## src/pkg/dual_timer_params.svh

```systemverilog
// Purpose: register offsets, bit positions, reset values and mode codes for the dual timer
// Assumes: byte-wide special-function register port
// Notes: definitions only
`ifndef DUAL_TIMER_PARAMS_SVH
`define DUAL_TIMER_PARAMS_SVH
`define OFF_TIMER_CONTROL 8'h88
`define OFF_TIMER_MODE 8'h89
`define OFF_T0_LOW 8'h8A
`define OFF_T1_LOW 8'h8B
`define OFF_T0_HIGH 8'h8C
`define OFF_T1_HIGH 8'h8D
`define BIT_TF1 7
`define BIT_TR1 6
`define BIT_TF0 5
`define BIT_TR0 4
`define BIT_IE1 3
`define BIT_IT1 2
`define BIT_IE0 1
`define BIT_IT0 0
`define MOD_TIMER_ONE_GATE_SELECT 7
`define MOD_CT1 6
`define MOD_TIMER_ZERO_GATE_SELECT 3
`define MOD_CT0 2
`define RESET_BYTE 8'h00
`define MODE_13BIT 2'b00
`define MODE_16BIT 2'b01
`define MODE_RELOAD 2'b10
`define MODE_SPLIT 2'b11
`define MAX_13BIT 13'h1FFF
`endif

```

## src/pkg/dual_timer_pkg.sv

```systemverilog
// Purpose: shared types of the dual counter/timer
// Assumes: constants live in dual_timer_params.svh
// Notes: none
package dual_timer_pkg;
	typedef enum logic [1:0] {
		MODE13 = 2'b00,
		MODE16 = 2'b01,
		MODE8R = 2'b10,
		MODESP = 2'b11
	} timer_mode_t;
	// register port request from the core
	typedef struct packed {
		logic wr;
		logic rd;
		logic [7:0] addr;
		logic [7:0] wdata;
	} reg_req_t;
	// interrupt vectoring acknowledges, one-cycle pulses
	typedef struct packed {
		logic timerOne;
		logic timerZero;
		logic extOne;
		logic extZero;
	} vector_ack_t;
endpackage : dual_timer_pkg

```

## src/rtl/dual_counter_timer_control.sv

```systemverilog
// Purpose: control, mode and count registers for two counter/timers and two external irq flags
// Assumes: one 50 MHz clock; tick enables come from the clock-control prescaler outside
// Notes: pins are synchronised by two flip-flops before use
`include "dual_timer_params.svh"

// Contract
// - timer one overflow sets bit 7 unless timer zero is split; software or vectoring clears it.
// - timer zero overflow sets bit 5; software or vectoring clears it.
// - writing 1 to bit 6 or bit 4 runs timer one or zero.
// - irq one edge/level sets bit 3; vectoring clears only in edge mode.
// - irq zero edge/level sets bit 1; vectoring clears only in edge mode.
// - irq one type bit: 0 level, 1 edge triggered.
// - irq zero type bit: 0 level, 1 edge triggered.
// - gated timer one counts only while irq one input active and run (or timer zero split).
// - gated timer zero counts only while run and irq zero input active.
// - timer one counts internal ticks, or falling pin edges when counter select set and timer zero not split.
// - timer zero counts internal ticks, or falling pin edges when counter select set.
// - timer one modes: 13-bit, 16-bit, 8-bit reload, inactive.
// - timer zero modes: 13-bit, 16-bit, 8-bit reload, split 8-bit pair.
// - timer zero low and high bytes are separate read/write, reset zero.
// - timer one low byte is read/write, reset zero.
// - 13-bit mode uses high byte and five low bits; overflow at 0x1FFF.
// - 16-bit mode wraps from all ones to zero and overflows.
// - reload mode: low byte wraps, flag set, low reloads from high.
// - split mode: zero high byte runs on ticks under timer one run, sets one flag.
module dual_counter_timer_control (
	// clock and reset
	input wire logic mclk,
	input wire logic rst_n,
	// register port
	input wire dual_timer_pkg::reg_req_t regReq,
	output logic [7:0] regRdata,
	// interrupt vectoring and prescaled ticks
	input wire dual_timer_pkg::vector_ack_t vecAck,
	input wire logic timerZeroTick,
	input wire logic timerOneTick,
	// external pins
	input wire logic timer_zero_count_pin,
	input wire logic timer_one_count_pin,
	input wire logic ext_irq_zero_input,
	input wire logic ext_irq_one_input,
	input wire logic ext_irq_zero_polarity,
	input wire logic ext_irq_one_polarity,
	// overflow strobes and request levels to the core
	output logic timerZeroOverflow,
	output logic timerOneOverflow,
	output logic [3:0] irqPending
);
	import dual_timer_pkg::*;

	// ----------------------------------------
	// state
	// ----------------------------------------
	logic [7:0] timer_control_reg;
	logic [7:0] timer_mode_reg;
	logic [7:0] t0Low_reg;
	logic [7:0] t0High_reg;
	logic [7:0] t1Low_reg;
	logic [7:0] t1High_reg;
	logic [3:0] syncA_reg;
	logic [3:0] syncB_reg;
	logic [3:0] prev_reg;
	timer_mode_t mode0;
	timer_mode_t mode1;

	function automatic logic wrHit(input reg_req_t r, input logic [7:0] off);
		wrHit = r.wr && (r.addr == off);
	endfunction : wrHit

	assign mode0 = timer_mode_t'(timer_mode_reg[1:0]);
	assign mode1 = timer_mode_t'(timer_mode_reg[5:4]);

	// ----------------------------------------
	// pin synchronisers
	// ----------------------------------------
	// order: {irq one, irq zero, pin one, pin zero}
	always_ff @(posedge mclk) begin
		if (!rst_n) begin
			syncA_reg <= 4'h0;
			syncB_reg <= 4'h0;
			prev_reg <= 4'h0;
		end else begin
			syncA_reg <= {ext_irq_one_input, ext_irq_zero_input, timer_one_count_pin,
				timer_zero_count_pin};
			syncB_reg <= syncA_reg;
			prev_reg <= syncB_reg;
		end
	end

	logic pinFall0, pinFall1;
	logic irq0Active, irq1Active, irq0Edge, irq1Edge;
	assign pinFall0 = prev_reg[0] && !syncB_reg[0];
	assign pinFall1 = prev_reg[1] && !syncB_reg[1];
	// polarity 0 means active low
	assign irq0Active = syncB_reg[2] == ext_irq_zero_polarity;
	assign irq1Active = syncB_reg[3] == ext_irq_one_polarity;
	assign irq0Edge = irq0Active && (prev_reg[2] != ext_irq_zero_polarity);
	assign irq1Edge = irq1Active && (prev_reg[3] != ext_irq_one_polarity);

	// ----------------------------------------
	// count enables
	// ----------------------------------------
	logic run0, run1, en0, en1, enHigh0;
	logic tr0, tr1;
	assign tr0 = timer_control_reg[`BIT_TR0];
	assign tr1 = timer_control_reg[`BIT_TR1];
	assign run0 = tr0 && (!timer_mode_reg[`MOD_TIMER_ZERO_GATE_SELECT] || irq0Active);
	// in split mode timer one loses its run bit; mode alone keeps it running
	assign run1 = (mode0 == MODESP ? 1'b1 : tr1)
		&& (!timer_mode_reg[`MOD_TIMER_ONE_GATE_SELECT] || irq1Active);
	assign en0 = run0 && (timer_mode_reg[`MOD_CT0] ? pinFall0 : timerZeroTick);
	// split mode forbids external clocking of timer one
	assign en1 = run1 && (mode1 != MODESP) && ((timer_mode_reg[`MOD_CT1]
		&& mode0 != MODESP) ? pinFall1 : timerOneTick);
	assign enHigh0 = (mode0 == MODESP) && tr1 && timerOneTick;

	// ----------------------------------------
	// counter arithmetic
	// ----------------------------------------
	logic [7:0] t0LowNext, t0HighNext, t1LowNext, t1HighNext;
	logic ovf0, ovf1, ovfHigh0;

	always_comb begin
		t0LowNext = t0Low_reg;
		t0HighNext = t0High_reg;
		ovf0 = 1'b0;
		ovfHigh0 = 1'b0;
		if (en0) begin
			case (mode0)
				MODE13: begin
					ovf0 = {t0High_reg, t0Low_reg[4:0]} == `MAX_13BIT;
					t0LowNext = {t0Low_reg[7:5], t0Low_reg[4:0] + 5'h01};
					if (t0Low_reg[4:0] == 5'h1F) t0HighNext = t0High_reg + 8'h01;
				end
				MODE16: begin
					ovf0 = {t0High_reg, t0Low_reg} == 16'hFFFF;
					{t0HighNext, t0LowNext} = {t0High_reg, t0Low_reg} + 16'h0001;
				end
				MODE8R: begin
					ovf0 = t0Low_reg == 8'hFF;
					t0LowNext = ovf0 ? t0High_reg : t0Low_reg + 8'h01;
				end
				default: begin
					ovf0 = t0Low_reg == 8'hFF;
					t0LowNext = t0Low_reg + 8'h01;
				end
			endcase
		end
		if (enHigh0) begin
			ovfHigh0 = t0High_reg == 8'hFF;
			t0HighNext = t0High_reg + 8'h01;
		end
	end

	always_comb begin
		t1LowNext = t1Low_reg;
		t1HighNext = t1High_reg;
		ovf1 = 1'b0;
		if (en1) begin
			case (mode1)
				MODE13: begin
					ovf1 = {t1High_reg, t1Low_reg[4:0]} == `MAX_13BIT;
					t1LowNext = {t1Low_reg[7:5], t1Low_reg[4:0] + 5'h01};
					if (t1Low_reg[4:0] == 5'h1F) t1HighNext = t1High_reg + 8'h01;
				end
				MODE16: begin
					ovf1 = {t1High_reg, t1Low_reg} == 16'hFFFF;
					{t1HighNext, t1LowNext} = {t1High_reg, t1Low_reg} + 16'h0001;
				end
				MODE8R: begin
					ovf1 = t1Low_reg == 8'hFF;
					t1LowNext = ovf1 ? t1High_reg : t1Low_reg + 8'h01;
				end
				default: begin
					ovf1 = 1'b0;
				end
			endcase
		end
	end

	// ----------------------------------------
	// count bytes: a write wins over an increment
	// ----------------------------------------
	always_ff @(posedge mclk) begin
		if (!rst_n) begin
			t0Low_reg <= `RESET_BYTE;
			t0High_reg <= `RESET_BYTE;
			t1Low_reg <= `RESET_BYTE;
			t1High_reg <= `RESET_BYTE;
		end else begin
			t0Low_reg <= wrHit(regReq, `OFF_T0_LOW) ? regReq.wdata : t0LowNext;
			t0High_reg <= wrHit(regReq, `OFF_T0_HIGH) ? regReq.wdata : t0HighNext;
			t1Low_reg <= wrHit(regReq, `OFF_T1_LOW) ? regReq.wdata : t1LowNext;
			t1High_reg <= wrHit(regReq, `OFF_T1_HIGH) ? regReq.wdata : t1HighNext;
		end
	end

	// ----------------------------------------
	// control and mode registers; hardware set beats clear
	// ----------------------------------------
	logic setTf1, setTf0, setIe1, setIe0;
	logic [7:0] ctrlBase;
	// with timer zero split, timer one cannot raise its own flag
	assign setTf1 = ovfHigh0 || (ovf1 && mode0 != MODESP);
	assign setTf0 = ovf0;
	assign setIe1 = timer_control_reg[`BIT_IT1] ? irq1Edge : irq1Active;
	assign setIe0 = timer_control_reg[`BIT_IT0] ? irq0Edge : irq0Active;

	always_comb begin
		ctrlBase = wrHit(regReq, `OFF_TIMER_CONTROL) ? regReq.wdata : timer_control_reg;
		if (vecAck.timerOne) ctrlBase[`BIT_TF1] = 1'b0;
		if (vecAck.timerZero) ctrlBase[`BIT_TF0] = 1'b0;
		if (vecAck.extOne && timer_control_reg[`BIT_IT1]) ctrlBase[`BIT_IE1] = 1'b0;
		if (vecAck.extZero && timer_control_reg[`BIT_IT0]) ctrlBase[`BIT_IE0] = 1'b0;
	end

	always_ff @(posedge mclk) begin
		if (!rst_n) begin
			timer_control_reg <= `RESET_BYTE;
		end else begin
			timer_control_reg <= ctrlBase | {setTf1, 1'b0, setTf0, 1'b0, setIe1, 1'b0, setIe0,
				1'b0};
		end
	end

	always_ff @(posedge mclk) begin
		if (!rst_n) begin
			timer_mode_reg <= `RESET_BYTE;
		end else if (wrHit(regReq, `OFF_TIMER_MODE)) begin
			timer_mode_reg <= regReq.wdata;
		end
	end

	// ----------------------------------------
	// read port and strobes
	// ----------------------------------------
	always_ff @(posedge mclk) begin
		if (!rst_n) begin
			regRdata <= 8'h00;
		end else if (regReq.rd) begin
			case (regReq.addr)
				`OFF_TIMER_CONTROL: regRdata <= timer_control_reg;
				`OFF_TIMER_MODE: regRdata <= timer_mode_reg;
				`OFF_T0_LOW: regRdata <= t0Low_reg;
				`OFF_T1_LOW: regRdata <= t1Low_reg;
				`OFF_T0_HIGH: regRdata <= t0High_reg;
				`OFF_T1_HIGH: regRdata <= t1High_reg;
				default: regRdata <= 8'h00;
			endcase
		end
	end

	always_ff @(posedge mclk) begin
		if (!rst_n) begin
			timerZeroOverflow <= 1'b0;
			timerOneOverflow <= 1'b0;
			irqPending <= 4'h0;
		end else begin
			timerZeroOverflow <= ovf0;
			// timer one overflow still pulses in split mode for baud use
			timerOneOverflow <= ovf1;
			irqPending <= {timer_control_reg[`BIT_TF1], timer_control_reg[`BIT_TF0],
				timer_control_reg[`BIT_IE1], timer_control_reg[`BIT_IE0]};
		end
	end
endmodule : dual_counter_timer_control

```

## config.mk

```make
export PLATFORM = sky130hd
export DESIGN_NAME = dual_counter_timer_control
export DESIGN_NICKNAME = d
export VERILOG_FILES = /design/src/pkg/dual_timer_pkg.sv /design/src/rtl/dual_counter_timer_control.sv
export VERILOG_INCLUDE_DIRS = /design/src /design/src/pkg
export SDC_FILE = /design/constraint.sdc
export NUM_CORES = 1
export LEC_CHECK = 0
export BUFFER_PORTS_ARGS = -buffer_cell sky130_fd_sc_hd__buf_2
export CAP_MARGIN = 40
export CELL_PAD_IN_SITES_DETAIL_PLACEMENT = 2
export CELL_PAD_IN_SITES_GLOBAL_PLACEMENT = 2
export CORE_ASPECT_RATIO = 1.25
export CORE_MARGIN = 1.5
export CORE_UTILIZATION = 32
export DETAILED_ROUTE_END_ITERATION = 7
export PLACE_DENSITY_LB_ADDON = 0.1
export SLEW_MARGIN = 0
export SYNTH_ARGS = -nofsm -noshare
export SYNTH_HDL_FRONTEND = slang
export SYNTH_SLANG_ARGS = --single-unit
export TNS_END_PERCENT = 20
```

## constraint.sdc

```tcl
create_clock -name mclk -period 1.9 [get_ports mclk]
set_input_delay 0.38 -clock mclk [delete_from_list [all_inputs] [get_ports mclk]]
set_output_delay 0.38 -clock mclk [all_outputs]
set_load 0.005 [all_outputs]
```

==> impl_metrics.yaml, run 1 <==
grt:
  grt.overflow.total: 0
  grt_first_pass_wirelength_mm: 28.9
  track_usage_pct: 27.2
  grt_pass1_vias: 5107
  grt_max_degree: 39
  antenna_found_initial: 0
logic_synthesis:
  yosys_register_bits: 74
  synthArstFlopShare_pct: 0
  synth-edff-count: 0
  synthCells: 516
  avgSynthCellArea_um2: 8.36
  synth_fp_nets: 558
  synth_top_area_share_pct: 34.3
  synth_area_um2: 4310
  ys_warn_count: 0
  yosys-top-cells-area: "dfxtp_1 (34%), mux2i_1 (6.3%), o21ai_0 (5.3%)"
  synth_area_leader_cell: "dfxtp_1"
  synthFlopType: "dfxtp_1"
  yosysSeqAreaShare_pct: 34.3
  synth_cell_type_count: 68
timing:
  clock_skew_ns: 0.00829
  max-slew-margin-rel_pct: 58.2
  rsz0062_at_grt: "yes"
  fin_crit_sh_pct: 101
  layout_setup_ws_ns: -0.0265
  min_period_ns: 1.93
  fmax_mhz: 519
  finalHoldViolCount: 0
  drv_slew: 0
  worst_slew_pin_slew_ns: 0.625
  setup_viol: 3
floorplanning:
  io_pins: 46
  die_w_um: 107
  die-area_um2: 14200
  die_h_um: 133
  core-area_um2: 13200
  initial_core_util_pct: 32.6
  num_rows: 47
critical_path:
  cp.arrival_ns: 2.19
  crit_type: "register to register"
  worstSetupEndpointType: "register"
  cp_max_fo: 5
  required_ns: 2.16
  start_kind: "register"
final_layout:
  regArea_um2: 1490
  layout.nets: 682
  layout.core_utilization_pct: 44.9
  drive_gt1_share_pct: 34.1
  nFillCells: 1496
  multi_input_area_um2: 2880
  layout.cells.non_filler: 816
  area_growth_pct: 37.6
  diodes: 0
clocking:
  htreeDepth: 3
  insertion_delay_ns: 0.35
  cts_sinks: 74
  cts-root-buf: "clkbuf_16"
  cts.clk_slew.worst_paths_ns: 0.06
  cts_inserted_buffers: 9
  clockBufferDepth: 2
  cts_tree: "built"
drt:
  drc: 0
  drt_first_pass_iters: 4
  postRouteAntennaNets: 0
  wl_per_cell_um: 23.2
  viasPerCell: 5.63
  route.vias.total: 4597
  drt-initial-drc-count: 156
  wl_mm: 18.9
power:
  p_clk_share_pct: 49.7
  swShare_pct: 25.6
  p_per_area_nw_per_um2: 622
  p_comb_share_pct: 7.1
  p_total_mw: 3.69
  p_seq_share_pct: 43.3
  power_switching_mw: 0.946
  p_int_mw: 2.75
  max-vdd-ir-drop_uv: 360
  power.leakage_nw: 2.37
run_status:
  outcome: "finished, violations left"
  violations: "setup timing"
placement:
  io_buffer_count: 45
  gpl.final_weighted_congestion: 0.882
  hpwlAfterDp_mm: 14.1
  dpl.cell_count: 797
job:
  cap_violations: 0
min_path:
  min_path_type: "input port to register"
[layer usage]
layer	vias up	part of all wire, %	global-route usage, %
met2	98	53	49.5
met4	0	5.5	15.3
met5	-	0	0
li1	2153	-	-
met1	2288	38	29.3
met3	58	3.4	4.78
[cell usage in the layout (no fill, tap or decap), types with 4 or more instances in the layout]
cell,netlist,layout
nand3_1,18,17
o21ai_1,4,5
clkbuf_16,0,9
xor2_1,7,6
buf_4,0,92
a21oi_2,0,4
xnor2_1,10,9
dfxtp_1,74,64
o211ai_1,4,4
inv_1,14,14
a211oi_1,8,8
a21oi_1,39,35
o21ai_0,46,44
dfxtp_2,0,10
nand4_1,9,9
nor3_2,2,4
ha_4,0,4
ha_1,10,4
mux2i_1,27,27
o22ai_1,4,4
nor2b_1,5,5
a221oi_1,10,10
nor2_1,42,39
a22o_1,9,9
and2_1,16,16
nand2_1,44,42
and3_1,8,6
nor3_1,7,5
a31oi_1,7,7
buf_2,7,45
[worst paths after layout]
check / startpoint / to / slack, ns / cells past startpoint
max: t1Low_reg[1] / t1High_reg[4] / -0.03 / 8
min: vecAck[2] / timer_control_reg[5] / 0.22 / 2
min reg2reg: syncA_reg[1] / syncB_reg[1] / 0.44 / 1
max reg2reg: t1Low_reg[1] / t1High_reg[4] / -0.03 / 8
[cells in the mapped netlist (all sizes together) (2+ instances only)]
cell and number:
dfxtp 74, a21oi 39, mux2 2, a221oi 11, o211ai 4, o31ai 2, a22o 9, a211o 3
and4 3, o2111ai 3, xor2 7, a31oi 7, nand4 11, o22ai 4, and2 16, a211oi 8
inv 14, ha 10, nand2 44, or3 3, mux2i 27, o21a 2, nand3 21, nor2 44
nand2b 3, nor3 11, o21ai 51, buf 9, o32ai 4, a21boi 2, xnor2 10, clkbuf 19
nor4 4, and3 9, nor4b 2, a32oi 3, nor2b 5
[through the flow]
step                      setup TNS (ns)  instance area (um^2)  worst slack (ns)  hold slack, ns
after detailed placement           -5.19                  5380            -0.178           0.430
after floorplan                 -0.00776                  4330          -0.00776           0.412
final                            -0.0452                  5940           -0.0265           0.223
after CTS                         -0.359                  5780            -0.106           0.217
after global routing              -0.574                  5940            -0.146           0.223
after global placement             -3.56                  5380            -0.178           0.417
[power groups by stage]
| stage | combinational (mW) | clock [mW] | sequential [mW] |
|---|---|---|---|
| 2_1_floorplan | 0.114 | 0 | 1.63 |
| 3_3_place_gp | 0.251 | 0 | 1.63 |
| 3_5_place_dp | 0.258 | 0 | 1.63 |
| 4_1_cts | 0.260 | 1.86 | 1.60 |
| 5_1_grt | 0.281 | 1.94 | 1.60 |
| 6_report | 0.261 | 1.83 | 1.60 |
[worst max-delay path, stage by stage (launching register included)]
cell,delay (ns)
dfxtp_2,0.36
ha_4,0.15
and3_4,0.19
ha_4,0.12
mux2_4,0.15
nand4_4,0.10
a211o_1,0.30
or3_1,0.32
a31oi_1,0.16
[cell families after synthesis]
family	after synthesis	synth area share (%)
multiplexers	29	6.87
adder cells (fa/ha/maj)	10	2.90
AND/OR/NAND/NOR	184	24.3
flip-flops	74	34.3
XOR/XNOR	17	3.45
buffers and inverters	42	4.21
AO/OA/AOI/OAI	160	23.9
[repair_timing]
| action | 4_1_cts | 5_1_grt |
|---|---|---|
| buffers inserted | 3 | 0 |
| gates resized for setup | 18 | 34 |
| pin swaps | 9 | 13 |
| setup endpoints to repair | 20 | 27 |
| hold buffers | 0 | 0 |
[cell type report]
cell class / count / area share (%)
Clock inverter: 6 / 1.24
Inverter: 14 / 0.885
Clock buffer: 10 / 4.03
Timing Repair Buffer: 141 / 16.6
Sequential cell: 74 / 25.2
Tap cell: 171 / 3.60
Multi-Input combinational cell: 400 / 48.4
(Power assumes the default switching activity.)
==> run 2, diff against run 1 <==
--- a/config.mk
+++ b/config.mk
@@ -13,6 +13,7 @@
 export CORE_ASPECT_RATIO = 1.25
 export CORE_MARGIN = 1.5
 export CORE_UTILIZATION = 32
+export CTS_BUF_LIST = sky130_fd_sc_hd__clkbuf_16
 export DETAILED_ROUTE_END_ITERATION = 7
 export PLACE_DENSITY_LB_ADDON = 0.1
 export SLEW_MARGIN = 0
==> impl_metrics.yaml, run 2 (synthesized netlist as in run 1, its figures left out) <==
run_status:
  violations: "setup timing"
  outcome: "finished, violations left"
clocking:
  clockBufferDepth: 2
  cts_hold_buf: 0
  cts-root-buf: "clkbuf_16"
  cts_tree: "built"
  insertion_delay_ns: 0.35
  cts_sinks: 74
  cts_inserted_buffers: 9
  htreeDepth: 3
  cts.clk_slew.worst_paths_ns: 0.06
power:
  power_switching_mw: 0.948
  p_clk_share_pct: 49.1
  p_seq_share_pct: 43.8
  p_total_mw: 3.65
  p_comb_share_pct: 7.1
  p_int_mw: 2.71
  swShare_pct: 25.9
  power.leakage_nw: 2.35
  max-vdd-ir-drop_uv: 357
  p_per_area_nw_per_um2: 620
grt:
  grt_max_degree: 39
  grt_first_pass_wirelength_mm: 29.0
  grt.overflow.total: 0
  track_usage_pct: 27.3
  antenna_found_initial: 0
  grt_pass1_vias: 5092
drt:
  viasPerCell: 5.64
  postRouteAntennaNets: 0
  route.vias.total: 4603
  wl_mm: 19.0
  drt-initial-drc-count: 172
  drt_first_pass_iters: 4
  drc: 0
  wl_per_cell_um: 23.2
floorplanning:
  initial_core_util_pct: 32.6
  die-area_um2: 14200
  io_pins: 46
  die_w_um: 107
  core-area_um2: 13200
  num_rows: 47
  die_h_um: 133
placement:
  dp_slack_ns: -0.178
  io_buffer_count: 45
  gpl.final_weighted_congestion: 0.882
  hpwlAfterDp_mm: 14.1
min_path:
  min_path_type: "input port to register"
timing:
  setup_viol: 3
  drv_slew: 0
  finalHoldViolCount: 0
  min_period_ns: 1.94
  worst_slew_pin_slew_ns: 0.620
  clock_skew_ns: 0.00879
  rsz0062_at_grt: "yes"
  layout_setup_ws_ns: -0.0435
  max-slew-margin-rel_pct: 58.6
  fin_crit_sh_pct: 102
  fmax_mhz: 515
critical_path:
  crit_family: "simple AND/OR/NAND/NOR gates"
  cp_max_fo: 4
  critical_path_buf_inv_count: 0
  crit_path_top_delay_cell: "or4_4"
  worstSetupEndpointType: "register"
  crit_chain: "ha_4 > and3_4 > ha_2 > nor2_2 > nor2_2 > a21boi_2 > or4_4 > xnor2_2 > a21oi_1"
  crit_type: "register to register"
  crit_path_max_incr_delay_ns: 0.44
  required_ns: 2.12
  start_kind: "register"
  cp_common_cell: "nor2_2"
  cp.arrival_ns: 2.16
final_layout:
  layout_commonest_cell: "buf_4"
  drive_gt1_share_pct: 34.0
  diodes: 0
  layout.nets: 682
  area_growth_pct: 36.6
  layout_common_cells: "buf_4 (92), dfxtp_1 (64), buf_2 (45), o21ai_0 (44), nand2_1 (42)"
job:
  cap_violations: 0
run 2: power groups by stage:
stage               Clock, mW  Sequential [mW]  Combinational [mW]
CTS                      1.82             1.60               0.261
detailed placement          0             1.63               0.258
floorplan                   0             1.63               0.114
finish                   1.79             1.60               0.261
global placement            0             1.63               0.251
global route             1.90             1.60               0.280
run 2: repair_timing:
item | CTS | global route
pin swaps | 9 | 10
buffers inserted | 3 | 0
endpoints found under the setup margin | 20 | 27
hold endpoints to repair | 0 | 0
resized for setup | 18 | 29
run 2: path summary, 6_finish.rpt:
kind	slack (ns)	endpoint	start	cells past startpoint
setup reg to reg	-0.04	t0High_reg[5]	t0Low_reg[0]	9
hold reg to reg	0.44	syncB_reg[3]	syncA_reg[3]	1
hold / removal	0.22	timer_control_reg[5]	vecAck[2]	2
setup / recovery	-0.04	t0High_reg[5]	t0Low_reg[0]	9
run 2: worst register-to-register path: stages (launching register included):
cell,delay [ns]
dfxtp_2,0.35
ha_4,0.16
and3_4,0.19
ha_2,0.17
nor2_2,0.04
nor2_2,0.12
a21boi_2,0.09
or4_4,0.44
xnor2_2,0.17
a21oi_1,0.09
run 2: through the flow:
stage	setup TNS, ns	std cells	area, um^2	utilization [%]	hold slack [ns]
finish	-0.0745	816	5890	44.5	0.221
global placement	-3.56	797	5380	40.6	0.417
global route	-0.737	816	5890	44.5	0.224
floorplan	-0.00776	516	4330	-	0.412
CTS	-0.361	816	5770	43.6	0.219
detailed placement	-5.19	797	5380	40.6	0.430
run 2: layout make-up:
cell class              count  area, um^2
repair buffers            141         987
inverters                  14        52.6
flip-flops and latches     74        1490
well taps                 171         214
fillers                  1497        7340
clock buffers               9         225
multi-input cells         400        2840
clock inverters             7        77.6
run 2: metal layers:
metal	wire length (um)	share of wire [%]	up-vias	track usage (%)
met4	871	4.6	0	14.1
met3	507	2.7	51	4.58
met5	0	0	-	0
li1	-	-	2158	-
met1	7550	40	2307	29.6
met2	10000	53	87	50.1
